### src/core/ofd_pkg.sv
`default_nettype none
package ofd_pkg;
   // Register indices; byte address is four times the index
   localparam logic [11:0] IDX_CONTROL = 12'h245;
   localparam logic [11:0] IDX_UPPER_LOW = 12'h247;
   localparam logic [11:0] IDX_UPPER_HIGH = 12'h248;
   localparam logic [11:0] IDX_LOWER_LOW = 12'h249;
   localparam logic [11:0] IDX_LOWER_HIGH = 12'h24A;
   localparam logic [11:0] IDX_DWELL_LOW = 12'h24B;
   localparam logic [11:0] IDX_DWELL_HIGH = 12'h24C;
   localparam logic [11:0] IDX_IRQ_STATUS = 12'h250;
   localparam logic [11:0] IDX_IRQ_MASK = 12'h251;
   localparam int ADDR_W = 14;
   // Control field positions
   localparam int CTL_ENABLE_BIT = 0;
   localparam int CTL_FORCE_VAL_BIT = 2;
   localparam int CTL_FORCE_BIT = 3;
   localparam logic [7:0] CTL_WMASK = 8'h0D;
   localparam logic [7:0] THR_HIGH_WMASK = 8'h1F;
   // Status field positions
   localparam int ST_ASSERT_BIT = 0;
   localparam int ST_RELEASE_BIT = 1;
   localparam int ST_W = 2;
   // Widths and reset values
   localparam int THR_W = 13;
   localparam int DWELL_W = 16;
   localparam logic [7:0] REG_RESET = 8'h00;
   localparam logic [31:0] RDATA_RESET = 32'h0000_0000;
endpackage
`default_nettype wire

### src/core/ofd_top.sv
// Overview of operation
// - A set force bit overrides the detector result on the pin, a clear one restores it.
// - While forced, the pin carries the force value bit regardless of magnitude.
// - The enable bit gates detection, resets to 0, and detection is off after reset.
// - The 13-bit upper threshold is low register plus bits 4:0 of its high register.
// - The 13-bit lower threshold is low register plus bits 4:0 of its high register.
// - An asserted pin drops after magnitude stays below lower for the 16-bit dwell count, or at once when the enable bit clears.
//
// Register access over APB was left to the implementer.
`default_nettype none
module ofd_top
   import ofd_pkg::*;
(
   // Clock and reset
   input wire logic CLK,
   input wire logic RESET,
   // APB slave
   input wire logic PSEL,
   input wire logic PENABLE,
   input wire logic PWRITE,
   input wire logic [ADDR_W-1:0] PADDR,
   input wire logic [31:0] PWDATA,
   output logic [31:0] PRDATA,
   output logic PREADY,
   output logic PSLVERR,
   // Converter magnitude, same clock
   input wire logic [THR_W-1:0] MAGNITUDE,
   // Fast-detect pin and interrupt
   output logic OVERRANGE_FLAG_PIN_N,
   output logic IRQ
);
   logic [7:0] control_q;
   logic [7:0] upper_low_q;
   logic [7:0] upper_high_q;
   logic [7:0] lower_low_q;
   logic [7:0] lower_high_q;
   logic [7:0] dwell_low_q;
   logic [7:0] dwell_high_q;
   logic [ST_W-1:0] status_q;
   logic [ST_W-1:0] mask_q;
   logic [ST_W-1:0] events;
   logic [ST_W-1:0] clr_q;
   logic [31:0] prdata_q;
   logic pready_q;
   logic pslverr_q;
   logic irq_q;
   logic setup;
   logic done_wr;
   logic done_rd;
   logic [11:0] idx;
   logic [THR_W-1:0] upper;
   logic [THR_W-1:0] lower;
   logic assert_ev;
   logic release_ev;

   function automatic logic known(input logic [11:0] i);
      known = (i == IDX_CONTROL) || (i == IDX_UPPER_LOW) || (i == IDX_UPPER_HIGH) ||
         (i == IDX_LOWER_LOW) || (i == IDX_LOWER_HIGH) || (i == IDX_DWELL_LOW) ||
         (i == IDX_DWELL_HIGH) || (i == IDX_IRQ_STATUS) || (i == IDX_IRQ_MASK);
   endfunction

   assign idx = PADDR[ADDR_W-1:2];
   assign setup = PSEL && !PENABLE;
   // Completion edge: access phase seen with our ready high
   assign done_wr = PSEL && PENABLE && pready_q && PWRITE && known(idx);
   assign done_rd = PSEL && PENABLE && pready_q && !PWRITE;
   assign upper = {upper_high_q[4:0], upper_low_q};
   assign lower = {lower_high_q[4:0], lower_low_q};
   assign events = {release_ev, assert_ev};

   // No wait state: ready and read data are registered in setup
   always_ff @(posedge CLK) begin
      if (RESET) begin
         pready_q <= 1'b0;
         pslverr_q <= 1'b0;
         prdata_q <= RDATA_RESET;
         clr_q <= '0;
      end else begin
         pready_q <= setup;
         if (setup) begin
            pslverr_q <= !known(idx);
            prdata_q <= RDATA_RESET;
            clr_q <= '0;
            if (!PWRITE) begin
               unique case (idx)
                  IDX_CONTROL: prdata_q[7:0] <= control_q;
                  IDX_UPPER_LOW: prdata_q[7:0] <= upper_low_q;
                  IDX_UPPER_HIGH: prdata_q[7:0] <= upper_high_q;
                  IDX_LOWER_LOW: prdata_q[7:0] <= lower_low_q;
                  IDX_LOWER_HIGH: prdata_q[7:0] <= lower_high_q;
                  IDX_DWELL_LOW: prdata_q[7:0] <= dwell_low_q;
                  IDX_DWELL_HIGH: prdata_q[7:0] <= dwell_high_q;
                  IDX_IRQ_STATUS: begin
                     prdata_q[ST_W-1:0] <= status_q;
                     clr_q <= status_q;
                  end
                  IDX_IRQ_MASK: prdata_q[ST_W-1:0] <= mask_q;
                  default: prdata_q <= RDATA_RESET;
               endcase
            end
         end
      end
   end

   always_ff @(posedge CLK) begin
      if (RESET) begin
         control_q <= REG_RESET;
         upper_low_q <= REG_RESET;
         upper_high_q <= REG_RESET;
         lower_low_q <= REG_RESET;
         lower_high_q <= REG_RESET;
         dwell_low_q <= REG_RESET;
         dwell_high_q <= REG_RESET;
         mask_q <= '0;
      end else if (done_wr) begin
         unique case (idx)
            IDX_CONTROL: control_q <= PWDATA[7:0] & CTL_WMASK;
            IDX_UPPER_LOW: upper_low_q <= PWDATA[7:0];
            IDX_UPPER_HIGH: upper_high_q <= PWDATA[7:0] & THR_HIGH_WMASK;
            IDX_LOWER_LOW: lower_low_q <= PWDATA[7:0];
            IDX_LOWER_HIGH: lower_high_q <= PWDATA[7:0] & THR_HIGH_WMASK;
            IDX_DWELL_LOW: dwell_low_q <= PWDATA[7:0];
            IDX_DWELL_HIGH: dwell_high_q <= PWDATA[7:0];
            IDX_IRQ_MASK: mask_q <= PWDATA[ST_W-1:0];
            default: mask_q <= mask_q;
         endcase
      end
   end

   // Read clears only what was reported, so a new event is never lost
   always_ff @(posedge CLK) begin
      if (RESET) begin
         status_q <= '0;
      end else if (done_rd && (idx == IDX_IRQ_STATUS)) begin
         status_q <= (status_q & ~clr_q) | events;
      end else begin
         status_q <= status_q | events;
      end
   end

   always_ff @(posedge CLK) begin
      if (RESET) begin
         irq_q <= 1'b0;
      end else begin
         irq_q <= |(status_q & mask_q);
      end
   end

   ofd_detector #(
      .MAG_W(THR_W),
      .CNT_W(DWELL_W)
   ) u_det (
      .clk(CLK),
      .reset(RESET),
      .enable(control_q[CTL_ENABLE_BIT]),
      .force_on(control_q[CTL_FORCE_BIT]),
      .force_val(control_q[CTL_FORCE_VAL_BIT]),
      .upper(upper),
      .lower(lower),
      .dwell({dwell_high_q, dwell_low_q}),
      .magnitude(MAGNITUDE),
      .pin_q(OVERRANGE_FLAG_PIN_N),
      .assert_ev(assert_ev),
      .release_ev(release_ev)
   );

   assign PRDATA = prdata_q;
   assign PREADY = pready_q;
   assign PSLVERR = pslverr_q;
   assign IRQ = irq_q;
endmodule
`default_nettype wire

### src/core/ofd_detector.sv
`default_nettype none
module ofd_detector
   import ofd_pkg::*;
#(
   parameter int MAG_W = 13,
   parameter int CNT_W = 16
) (
   // Clock and reset
   input wire logic clk,
   input wire logic reset,
   // Settings
   input wire logic enable,
   input wire logic force_on,
   input wire logic force_val,
   input wire logic [MAG_W-1:0] upper,
   input wire logic [MAG_W-1:0] lower,
   input wire logic [CNT_W-1:0] dwell,
   // Sample and result
   input wire logic [MAG_W-1:0] magnitude,
   output logic pin_q,
   output logic assert_ev,
   output logic release_ev
);
   logic flag_q;
   logic [CNT_W-1:0] cnt_q;
   logic above;
   logic below;
   logic done;

   assign above = magnitude > upper;
   assign below = magnitude < lower;
   assign done = below && (cnt_q >= dwell);
   assign assert_ev = enable && !flag_q && above;
   assign release_ev = enable && flag_q && !above && done;

   always_ff @(posedge clk) begin
      if (reset || !enable) begin
         flag_q <= 1'b0;
      end else if (above) begin
         flag_q <= 1'b1;
      end else if (flag_q && done) begin
         flag_q <= 1'b0;
      end
   end

   // Counter restarts whenever the magnitude leaves the low region
   always_ff @(posedge clk) begin
      if (reset || !flag_q || !below || above) begin
         cnt_q <= '0;
      end else if (cnt_q != '1) begin
         cnt_q <= cnt_q + 1'b1;
      end
   end

   always_ff @(posedge clk) begin
      if (reset) begin
         pin_q <= 1'b0;
      end else if (force_on) begin
         pin_q <= force_val;
      end else begin
         pin_q <= enable && (above || (flag_q && !done));
      end
   end
endmodule
`default_nettype wire

### config.mk
export PLATFORM = sky130hd
export DESIGN_NAME = ofd_top
export DESIGN_NICKNAME = d
export VERILOG_FILES = /design/src/core/ofd_pkg.sv /design/src/core/ofd_top.sv /design/src/core/ofd_detector.sv
export SDC_FILE = /design/constraint.sdc
export NUM_CORES = 1
export LEC_CHECK = 0
export ABC_AREA = 0
export ABC_CLOCK_PERIOD_IN_PS = 2200
export BUFFER_PORTS_ARGS = -buffer_cell sky130_fd_sc_hd__buf_4
export CAP_MARGIN = 30
export CORE_ASPECT_RATIO = 1.4
export CORE_UTILIZATION = 50
export DETAILED_ROUTE_END_ITERATION = 10
export GPL_TIMING_DRIVEN = 0
export PLACE_DENSITY = 0.86
export SKIP_CTS_REPAIR_TIMING = 1
export SLEW_MARGIN = 20
export SYNTH_ARGS = -nofsm -noshare
export SYNTH_HDL_FRONTEND = slang
export SYNTH_SLANG_ARGS = --single-unit
### constraint.sdc
create_clock -name CLK -period 2.2 [get_ports CLK]
set_input_delay 0.11 -clock CLK [delete_from_list [all_inputs] [get_ports CLK]]
set_output_delay 0.11 -clock CLK [all_outputs]
set_load 0.005 [all_outputs]
# Word level (Yosys, flattened, before mapping)
# Index checks and enable logic that the tools add are counted.
# totals
regBits	104
latch_bits	0
mem_bits_rw	0
mem_bits_ro	0
inputBits	64
output_inout_bits	36
word_cells	92
memories	0
# op_classes
add_sub_neg	1
n_mul	0
div_mod_pow	0
n_lt_le_gt_ge	3
eq_ne	10
n_shift	0
n_mux	9
bitwise	5
reduce_logical	47
# ops
cell	n
== test 12 x 10 -> 1 bit (second input constant)	9
one-hot mux 6 bit (7 select lines)	1
one-hot mux 2 bit (9 select lines)	1
adder 16 x 1 -> 16 bit (second input constant)	1
greater-or-equal comparator 16 bit	1
logical AND 1 bit	16
inequality test 16 bit (second input constant)	1
AND reduction 2 bit	8
> comparator 13 bit	1
logical OR 1 bit	13
less-than comparator 13 bit	1
logical NOT 1 bit	8
2-to-1 mux 8 bit	1
2-to-1 mux 2 bit	3
bitwise AND 2 bit	2
bitwise OR 2 bit	2
2-to-1 mux 1 bit	3
inverter 2 bit	1
nonzero test 2 bit	1
OR reduction 2 bit	1

# Logic depth before layout (Yosys ltp)
# Gate-level depths: netlist (run 1).
# logic_depth
depth_word	11
ltp_mapped	10
depth_no_buf	8

# By module
# From an unflattened synthesis (run 1), not the netlist that was laid out.
# unflattened
cells_unflattened	595
area_unflattened_um2	5208.7
# by_module_without_submodules
module	instances	cells_each	area_each_um2	seq_area_each_um2
ofd_top	1	353	3350.7	1241.2
ofd_detector	1	242	1858.0	360.3

# Worst setup path before layout (run 1)
# OpenSTA, ideal clock, no wires.
# synth_path
path_kind	input-to-reg
from	input port PADDR[10]
to	register lower_high_q[4]
setup_ns	0.128
arrival_time_ns	2.040
required_time_ns	2.072
slack_ns	0.032
path_stages	7
path_buffers	2
path_cell_list	or4b_1 buf_2 or4_4 buf_6 nor4b_4 mux2i_1 nor2_1
# synth_between
elab_chain_cells	11
word_cells_on_any_way	19
cone_classes	9 x eq/ne; 10 x reduce/logical
# synth_rtl
element	line_no	rtl
start: declaration	ofd_top.sv:21	input wire logic [ADDR_W-1:0] PADDR,
== test 12 x 10 -> 1 bit	ofd_top.sv:57	known = (i == IDX_CONTROL) || (i == IDX_UPPER_LOW) || (i == IDX_UPPER_HIGH) ||
logical OR 1 bit (3 in series)	ofd_top.sv:57	
logical OR 1 bit (3 in series)	ofd_top.sv:58	(i == IDX_LOWER_LOW) || (i == IDX_LOWER_HIGH) || (i == IDX_DWELL_LOW) ||
logical OR 1 bit (2 in series)	ofd_top.sv:59	(i == IDX_DWELL_HIGH) || (i == IDX_IRQ_STATUS) || (i == IDX_IRQ_MASK);
logical AND 1 bit	ofd_top.sv:65	assign done_wr = PSEL && PENABLE && pready_q && PWRITE && known(idx);
AND reduction 2 bit (no source line) *	-	
end signal: assignment	ofd_top.sv:121	IDX_LOWER_HIGH: lower_high_q <= PWDATA[7:0] & THR_HIGH_WMASK;
end: declaration	ofd_top.sv:36	logic [7:0] lower_high_q;
# Mark *: on every way between the ends. The rest lies on a longest branch, timed or not.
# A chain may end at the register's enable or synchronous reset.

# Final worst setup path (run 1)
# layout_path
from	register dwell_high_q[6]
to	register u_det.pin_q
# layout_between
elab_chain_cells	7
# layout_rtl
element	line_no	rtl
start: declaration	ofd_top.sv:38	logic [7:0] dwell_high_q;
start signal: assignment	ofd_top.sv:123	IDX_DWELL_HIGH: dwell_high_q <= PWDATA[7:0];
greater-or-equal comparator 16 bit	ofd_detector.sv:32	assign done = below && (cnt_q >= dwell);
logical AND 1 bit	ofd_detector.sv:32	
logical NOT 1 bit	ofd_detector.sv:61	pin_q <= enable && (above || (flag_q && !done));
logical AND 1 bit	ofd_detector.sv:61	
logical OR 1 bit	ofd_detector.sv:61	
logical AND 1 bit	ofd_detector.sv:61	
2-to-1 mux 1 bit	ofd_detector.sv:58	end else if (force_on) begin
end signal: assignment	ofd_detector.sv:59	pin_q <= force_val;
end signal: assignment	ofd_detector.sv:61	
end: declaration	ofd_detector.sv:20	output logic pin_q,
# Every way passes these cells.

==> results.json, run 1 <==
{
  "yosysMostFrequentCell": "dfxtp_1",
  "ys.flop_type": "dfxtp_1",
  "gp_congestion": 0.8919,
  "dpl_cell_area_um2": 5454,
  "maxClockFrequency_mhz": 470.5,
  "cp-end-kind": "flip-flop",
  "dp_hpwl_mm": 9.953,
  "critical_path.slowest_cell": "dfxtp_1",
  "synth_cell_types": 60,
  "grt_use_total_pct": 26.68,
  "tightest_slew_ns": 0.7688,
  "grt_max_degree": 13,
  "synth_commonest_cells": "dfxtp_1, nor2_1, mux2i_1",
  "grt_overflow": 0,
  "clock_path_buffers": 2,
  "dieHeight_um": 118.8,
  "clk_pin_slew_worst_paths_ns": 0.06,
  "syn_inst": 558,
  "cellLeakagePower_nw": 2.288,
  "grt_pass1_vias": 4336,
  "synth_top_area_share_pct": 32.87,
  "cts_root_buffer": "clkbuf_16",
  "synth_seq_area_share_pct": 32.87,
  "setup_viol": 0,
  "clk-insertion-delay-late_ns": 0.34,
  "postSynthAreaPerCell_um2": 8.731,
  "skew_ns": 0.006054,
  "die-area_um2": 10150,
  "numCtsBuffers": 9,
  "hold_class": "in -> reg",
  "period_share_pct": 96.61,
  "cts_num_sinks": 80,
  "async_flop_share_pct": 0,
  "yosys_warnings": 0,
  "fin_util_pct": 62.61,
  "slowest_delay_ns": 0.38,
  "dr.pass1.iters": 5,
  "postLayoutCellArea_um2": 5922,
  "whs_ns": 0.06802,
  "synth_area_um2": 4872,
  "ios": 100,
  "status": "complete, no violations",
  "relSlewSlack_pct": 47.42,
  "vias": 4454,
  "drive_gt1_share_pct": 19.75,
  "drc_errors": 0,
  "grt_pass1_wl_mm": 20.86,
  "routedWlPerCell_um": 17.54,
  "core_area_um2": 9459,
  "path_cells": "inv_1 > ha_1 > nand4_1 > nor3_4 > o311ai_2 > and3_2 > o21ai_0 > a311oi_1",
  "num_rows": 42,
  "critPathTopFamily": "simple AND/OR/NAND/NOR gates",
  "io_buffers": 47,
  "area_growth_pct": 21.55,
  "crit_required_ns": 2.42,
  "cts_tree": "built",
  "n_antenna_cell": 0,
  "crit_arrival_ns": 2.34,
  "start_util_pct": 51.51,
  "routed_wl_mm": 13.38,
  "yosys.area.top_type": "dfxtp_1",
  "cts_htree_levels": 3,
  "cap_violations": 0,
  "hold_viol_final": 0,
  "worstSetupPathType": "reg -> reg",
  "critPathMaxFanout": 3,
  "avgViaCountPerCell": 5.837,
  "power_density_nw_per_um2": 538.8,
  "synth-edff-count": 0,
  "drv_slew": 0,
  "ir_drop_v": 0.0003895,
  "synthTopCellsByArea": "dfxtp_1, ha_1, mux2i_1",
  "antenna_found_initial": 0,
  "die_w_um": 85.43,
  "crit_buf_inv": 1,
  "synth-seq-cells": 80,
  "ant_nets": 0,
  "fin_crit_ns": 2.125,
  "nets": 754,
  "startpoint_type": "flip-flop",
  "drtIter0Drc": 367
}
-- routing by layer --
metal | track usage, % | wire [um] | up-vias
met4 | 20.31 | 1012 | 0
li1 | - | - | 2093
met3 | 5.028 | 875 | 73
met5 | 0 | 0 | -
met1 | 27.98 | 4758 | 2075
met2 | 46.25 | 6735 | 213
-- worst register-to-register path, cell delays in order, from the launching register on --
cell and delay (ns):
dfxtp_1 0.38, inv_1 0.08, ha_1 0.32, nand4_1 0.15, nor3_4 0.25, o311ai_2 0.20, and3_2 0.27, o21ai_0 0.23
a311oi_1 0.12
-- logic make-up after synthesis --
group / after synthesis / synth area share (%)
muxes: 57 / 12.99
other: 1 / 0.07697
adders and majority gates: 42 / 10.79
xor gates and xnor gates: 13 / 2.337
and+or+nand+nor: 195 / 21.26
AOI/OAI and AO/OA: 80 / 10.68
DFF: 80 / 32.87
buffers and inverters: 90 / 8.988
-- through the flow --
stage / total power (W) / setup TNS (ns) / setup slack [ns] / std cells
finish: 0.003191 / 0 / 0.07458 / 763
floorplan: 0.001635 / 0 / 0.03238 / 581
detailed placement: 0.001752 / -20.88 / -0.7604 / 739
CTS: 0.003173 / -10.36 / -0.7701 / 755
global placement: 0.001742 / -18.22 / -0.6863 / 738
global route: 0.003288 / -0.03589 / -0.02420 / 763
-- path summary, 6_finish.rpt --
check                                      from              to  slack (ns)  cells after the start
worst max-delay path            dwell_high_q[6]     u_det.pin_q        0.07                      8
worst min-delay path                  PWDATA[6]  lower_low_q[6]        0.07                      3
worst max register to register  dwell_high_q[6]     u_det.pin_q        0.07                      8
worst min register to register        PRDATA[1]       PRDATA[1]        0.46                      2
-- report_power, final --
group	internal [W]	switching (W)	leakage, nW
clock network	0.000874	0.000574	0.140
registers	0.00145	0.00000111	0.647
logic	0.000131	0.000160	1.50
total	0.00246	0.000735	2.29
-- final cells by class --
class                           instances  area [um2]
Buffer                                 43       269.0
Multi-Input combinational cell        411        2990
Tap cell                              110       137.6
Inverter                               45       168.9
Sequential cell                        80        1609
Fill cell                             780        3537
Clock inverter                          4       45.04
Clock buffer                           12       236.5
Timing Repair Buffer                   58       465.4
-- state kept, by name, indices dropped and copies added, names as in the netlist, 3 cells and up --
| register | count |
|---|---|
| u_det.cnt_q | 16 |
| PRDATA | 8 |
| dwell_high_q | 8 |
| dwell_low_q | 8 |
| lower_low_q | 8 |
| upper_low_q | 8 |
| lower_high_q | 5 |
| upper_high_q | 5 |
| control_q | 3 |
-- cell usage in the layout (no fill, tap or decap), types with 3 or more instances in the layout --
| master | n |
|---|---|
| clkinv_2 | 3 |
| o21ai_0 | 17 |
| xnor2_1 | 5 |
| nor4_4 | 3 |
| and3_1 | 6 |
| buf_12 | 3 |
| conb_1 | 24 |
| dfxtp_1 | 74 |
| nor3_1 | 13 |
| nand2b_1 | 8 |
| clkbuf_1 | 15 |
| a221oi_1 | 4 |
| mux2i_1 | 52 |
| nor2_1 | 74 |
| buf_2 | 4 |
| nor3_4 | 3 |
| nor2b_1 | 5 |
| mux4_2 | 5 |
| xor2_1 | 8 |
| nand3_1 | 12 |
| ha_1 | 42 |
| and4_1 | 3 |
| buf_4 | 74 |
| a21oi_1 | 31 |
| inv_1 | 45 |
| clkbuf_16 | 9 |
| a21o_1 | 4 |
| or3b_1 | 3 |
| nand4_1 | 9 |
| nand2_1 | 37 |
| dfxtp_2 | 6 |
| buf_1 | 3 |
(Power assumes the default switching activity.)
==> inputs of run 2 (changes only) <==
Settings changed: ABC_CLOCK_PERIOD_IN_PS 2200 to 2300, CORE_UTILIZATION 50 to 56, PLACE_DENSITY 0.86 to 0.9.
Clock period 2.2 ns to 2.3 ns, I/O delays scaled along.
==> run 2 against run 1 <==
Compared with the run above: clock skew grew 0.0017 ns; maximum frequency decreased by 5.7%; register-to-register slack worse by 0.03 ns; die area fell by 11%; wire length grew 4.2%; sequential share of layout area increased by 0.084 points; first-iteration DRC count up 48%.
==> results.json, run 2 (synthesis results as in run 1) <==
{
  "period_share_pct": 98.01,
  "clk-insertion-delay-late_ns": 0.34,
  "num_rows": 39,
  "gp_congestion": 0.9484,
  "drv_slew": 0,
  "grt_overflow": 0,
  "most-common-layout-cells": "dfxtp_1, buf_4, nor2_1",
  "die_w_um": 80.83,
  "grt_max_degree": 13,
  "crit_required_ns": 2.51,
  "grt_use_total_pct": 31.40,
  "start_util_pct": 58.73,
  "clk_pin_slew_worst_paths_ns": 0.06,
  "n_antenna_cell": 0,
  "crit_arrival_ns": 2.46,
  "reg2reg_from": "dwell_high_q[5]",
  "routedWlPerCell_um": 18.50,
  "hold_viol_final": 0,
  "fillers": 572,
  "hold_class": "in -> reg",
  "postLayoutCellArea_um2": 5881,
  "area_growth_pct": 20.70,
  "hold_start": "PWDATA[6]",
  "cellLeakagePower_nw": 2.266,
  "drive_gt1_share_pct": 19.02,
  "setup_viol": 0,
  "top_register": "u_det.cnt_q",
  "skew_ns": 0.007780,
  "relSlewSlack_pct": 41.68,
  "fin_crit_ns": 2.254,
  "critPathMaxFanout": 3,
  "startpoint_type": "flip-flop",
  "numCtsBuffers": 9,
  "ir_drop_v": 0.0004076,
  "cp-startpoint": "dwell_high_q[5]",
  "io_buffers": 47,
  "die-area_um2": 9082,
  "cts_root_buffer": "clkbuf_16",
  "nets": 753,
  "final_common_cell": "dfxtp_1",
  "largest_register_ffs": 16,
  "cap_violations": 0,
  "r2r_end": "u_det.pin_q",
  "drtIter0Drc": 543,
  "dr.pass1.iters": 8,
  "cts_htree_levels": 3,
  "worstSetupPathType": "reg -> reg",
  "avgViaCountPerCell": 6.061,
  "reg2reg_depth": 8,
  "maxClockFrequency_mhz": 443.6,
  "core_area_um2": 8295,
  "power_density_nw_per_um2": 529.5,
  "dp_hpwl_mm": 9.950,
  "ant_nets": 0,
  "vias": 4570,
  "regToRegSetupSlack_ns": 0.05,
  "drc_errors": 0,
  "crit_path_end": "u_det.pin_q",
  "dpl_cell_area_um2": 5439,
  "grt_pass1_wl_mm": 21.38,
  "status": "complete, no violations",
  "routed_wl_mm": 13.95,
  "clock_path_buffers": 2,
  "ios": 100,
  "tightest_slew_ns": 0.8528,
  "cts_tree": "built",
  "cp-end-kind": "flip-flop",
  "dieHeight_um": 112.4,
  "cts_num_sinks": 80,
  "fin_util_pct": 70.89,
  "grt_pass1_vias": 4458,
  "antenna_found_initial": 0
}
==> run 2: changes by cell type in the layout (fill, tap and decap cells not counted), moves of 2 or more <==
cell and delta:
a21oi_1 -2, a21oi_2 +2, dfxtp_2 -5, buf_2 -2, dfxtp_1 +5, o41ai_2 -2, o21ai_0 -2, buf_4 +3
buf_12 -3, clkbuf_8 +2
==> run 2: power by group <==
| group | internal (W) | total (W) | switching [W] |
|---|---|---|---|
| clock network | 0.000897 | 0.00144 | 0.000542 |
| logic | 0.000127 | 0.000286 | 0.000160 |
| registers | 0.00139 | 0.00139 | 0.000000824 |
==> run 2: per-stage QoR <==
step / instances / hold WS, ns / setup WS (ns) / total power [W] / TNS (ns)
2_1_floorplan: 581 / 0.1991 / 0.1274 / 0.001564 / 0
4_1_cts: 746 / -0.01977 / -0.7999 / 0.003095 / -10.57
6_report: 754 / 0.07914 / 0.04582 / 0.003114 / 0
3_5_place_dp: 730 / 0.3317 / -0.7413 / 0.001675 / -14.74
3_3_place_gp: 730 / 0.3226 / -0.5402 / 0.001665 / -10.77
5_1_grt: 754 / 0.06518 / -0.009571 / 0.003217 / -0.02651
==> run 2: worst max-delay path, cell delays in order (launching register included) <==
cell      delay [ns]
dfxtp_1         0.40
inv_1           0.07
ha_1            0.30
nand4_1         0.16
nor3_2          0.36
o311ai_1        0.24
and3_4          0.24
o21ai_0         0.22
a311oi_1        0.13
==> run 2: final cells by class <==
type | instances | area [um2] | share of cell area, %
buffer | 44 | 272.8 | 4.638
clock buffer | 13 | 260.3 | 4.426
clock inverter | 3 | 40.04 | 0.6809
inverter | 45 | 168.9 | 2.872
multi-input combinational | 411 | 2990 | 50.85
sequential | 80 | 1603 | 27.26
tap | 102 | 127.6 | 2.170
timing repair buffer | 56 | 417.9 | 7.106
==> run 2: worst min-delay path by stage <==
stage	to	slack, ns	depth (start not counted)
3_3_place_gp	PREADY	0.32	2
5_1_grt	lower_low_q[6]	0.07	3
4_1_cts	PREADY	-0.02	2
2_1_floorplan	PREADY	0.20	1
3_5_place_dp	PREADY	0.33	2
6_report	lower_low_q[6]	0.08	3
==> run 2: routing by layer <==
metal | vias to the layer above | global-route usage (%) | routed length [um] | share of wire, %
li1 | 2085 | - | - | -
met1 | 2116 | 33.04 | 4661 | 33
met2 | 279 | 52.94 | 6834 | 49
met3 | 90 | 7.154 | 1192 | 8.5
met4 | 0 | 23.69 | 1259 | 9.0
met5 | - | 0 | 0 | 0
==> inputs of run 3 (changes only) <==
Settings changed: ABC_CLOCK_PERIOD_IN_PS 2300 to 1900, CORE_UTILIZATION 56 to 50, PLACE_DENSITY 0.9 to 0.83.
Clock period 2.3 ns to 1.9 ns, I/O delays scaled along.
==> run 3 against run 2 <==
Compared with the run above: the flow now finishes with violations (negative setup slack); clock-buffer cell count is 2 lower; die area increased by 12%; clock skew increased by 0.00086 ns; register-to-register slack lost 0.34 ns; worst hold slack worse by 0.0089 ns; worst setup slack worse by 0.34 ns; combinational power is 37% higher; sequential share of layout area shrank 2.6 points; critical endpoint is now u_det.cnt_q[0]; highest routed layer unchanged.
==> results.json, run 3 (synthesis results as in run 1) <==
{
  "drc_errors": 0,
  "clk-insertion-delay-late_ns": 0.34,
  "switchingPower_w": 0.0009131,
  "cp-startpoint": "lower_low_q[2]",
  "vias": 4671,
  "cellLeakagePower_nw": 2.533,
  "dieHeight_um": 118.8,
  "ant_nets": 0,
  "fin_ws_ns": -0.2989,
  "dp_hpwl_mm": 10.00,
  "critPathTopFamily": "compound AO/OA/AOI/OAI gates",
  "gp_congestion": 0.8862,
  "critical_path.slowest_cell": "o41ai_4",
  "clkPwrFrac_pct": 49.4,
  "cp-end-kind": "flip-flop",
  "grt_pass1_vias": 4263,
  "n_antenna_cell": 0,
  "drive_gt1_share_pct": 32.10,
  "num_rows": 42,
  "fin_util_pct": 69.76,
  "final_common_cell": "buf_4",
  "skew_ns": 0.008638,
  "reg2reg_depth": 10,
  "cts_root_buffer": "clkbuf_16",
  "power_density_nw_per_um2": 619.4,
  "slowest_delay_ns": 0.54,
  "switching_share_pct": 22.34,
  "critPathMaxFanout": 7,
  "hold_start": "PWDATA[6]",
  "maxClockFrequency_mhz": 454.8,
  "grt_max_degree": 14,
  "period_share_pct": 115.7,
  "drtIter0Drc": 346,
  "pre_cts_ws_ns": -0.6501,
  "cap_violations": 0,
  "cts_htree_levels": 3,
  "crit_path_end": "u_det.cnt_q[0]",
  "setup_viol": 45,
  "clk_pin_slew_worst_paths_ns": 0.06,
  "cp.depth": 10,
  "regArea_um2": 1629,
  "clock_path_buffers": 2,
  "most-common-layout-cells": "buf_4, nor2_1, dfxtp_1",
  "power_frac_seq_pct": 41.1,
  "largest_register_ffs": 16,
  "grt_pass1_wl_mm": 20.47,
  "top_register": "u_det.cnt_q",
  "crit_required_ns": 2.13,
  "nets": 777,
  "fin_crit_ns": 2.199,
  "routed_wl_mm": 15.05,
  "cts_num_sinks": 80,
  "tightest_slew_ns": 0.6699,
  "grt_overflow": 0,
  "failed_checks": "negative setup slack",
  "ios": 100,
  "core_area_um2": 9459,
  "p_int_w": 0.003174,
  "regToRegSetupSlack_ns": -0.30,
  "path_cells": "inv_2 > ha_4 > nand2_2 > o21ai_2 > a31oi_2 > o41ai_4 > nand4bb_1 > buf_6 > clkbuf_16 > nor2_2",
  "numCtsBuffers": 9,
  "power_frac_comb_pct": 9.6,
  "power_w": 0.004087,
  "start_util_pct": 51.51,
  "rsz0062_at_grt": "yes",
  "routedWlPerCell_um": 19.15,
  "area_growth_pct": 35.44,
  "grt_use_total_pct": 26.19,
  "relSlewSlack_pct": 55.34,
  "die_w_um": 85.43,
  "antenna_found_initial": 0,
  "crit_buf_inv": 3,
  "dr.pass1.iters": 5,
  "r2r_end": "u_det.cnt_q[0]",
  "status": "complete, but fails checks",
  "fillers": 640,
  "multi_input_area_um2": 3301,
  "startpoint_type": "flip-flop",
  "ir_drop_v": 0.0005040,
  "hold_viol_final": 0,
  "drv_slew": 0,
  "hold_class": "in -> reg",
  "io_buffers": 47,
  "die-area_um2": 10150,
  "worstSetupPathType": "reg -> reg",
  "reg2reg_from": "lower_low_q[2]",
  "avgViaCountPerCell": 5.943,
  "crit_arrival_ns": 2.43,
  "cts_tree": "built"
}
run 3: cell count changes in the layout (fill, tap and decap cells not counted), moves of 7 or more:
cell	delta
dfxtp_1	-19
dfxtp_2	+18
buf_4	+12
ha_1	-10
ha_4	+10
nor2_1	-9
buf_6	+7
run 3: worst min path at each step:
| stage | endpoint | slack (ns) | cells past startpoint |
|---|---|---|---|
| 4_1_cts | PREADY | -0.05 | 2 |
| 6_report | dwell_high_q[6] | 0.07 | 3 |
| 3_5_place_dp | PREADY | 0.31 | 2 |
| 3_3_place_gp | PREADY | 0.30 | 2 |
| 5_1_grt | upper_low_q[5] | 0.07 | 3 |
| 2_1_floorplan | PREADY | 0.18 | 1 |
run 3: area by class of cell:
cell class                 count  share of cell area [%]
buffer                        43                   4.513
clock buffer                  11                   3.678
clock inverter                 5                   1.574
inverter                      45                   2.560
multi-input combinational    411                   50.02
sequential                    80                   24.69
tap                          110                   2.086
timing repair buffer          81                   10.88
run 3: per-stage QoR:
| step | hold slack, ns | std cells | setup TNS, ns | instance area [um2] |
|---|---|---|---|---|
| 3_5_place_dp | 0.3143 | 739 | -36.40 | 5519 |
| 2_1_floorplan | 0.1791 | 581 | -7.928 | 5024 |
| 3_3_place_gp | 0.3024 | 738 | -35.28 | 5514 |
| 5_1_grt | 0.07219 | 786 | -8.205 | 6599 |
| 4_1_cts | -0.04733 | 755 | -18.93 | 5866 |
| 6_report | 0.07022 | 786 | -5.434 | 6599 |
run 3: worst register-to-register path: stages (launching register included):
cell and delay [ns]:
dfxtp_2 0.35, inv_2 0.05, ha_4 0.26, nand2_2 0.04
o21ai_2 0.14, a31oi_2 0.12, o41ai_4 0.54, nand4bb_1 0.24
buf_6 0.16, clkbuf_16 0.16, nor2_2 0.04
run 3: metal layers:
| layer | share of wire [%] | vias up | global-route usage, % |
|---|---|---|---|
| li1 | - | 2148 | - |
| met1 | 35 | 2210 | 28.13 |
| met2 | 52 | 243 | 46.35 |
| met3 | 6.4 | 70 | 3.911 |
| met4 | 6.6 | 0 | 17.92 |
| met5 | 0 | - | 0 |
run 3: power groups by stage:
| stage | registers, W | clock network [W] | logic [W] |
|---|---|---|---|
| after global placement | 0.00172 | 0 | 0.000306 |
| after floorplan | 0.00172 | 0 | 0.000180 |
| final | 0.00168 | 0.00202 | 0.000391 |
| after global routing | 0.00168 | 0.00210 | 0.000419 |
| after CTS | 0.00168 | 0.00202 | 0.000317 |
| after detailed placement | 0.00172 | 0 | 0.000316 |
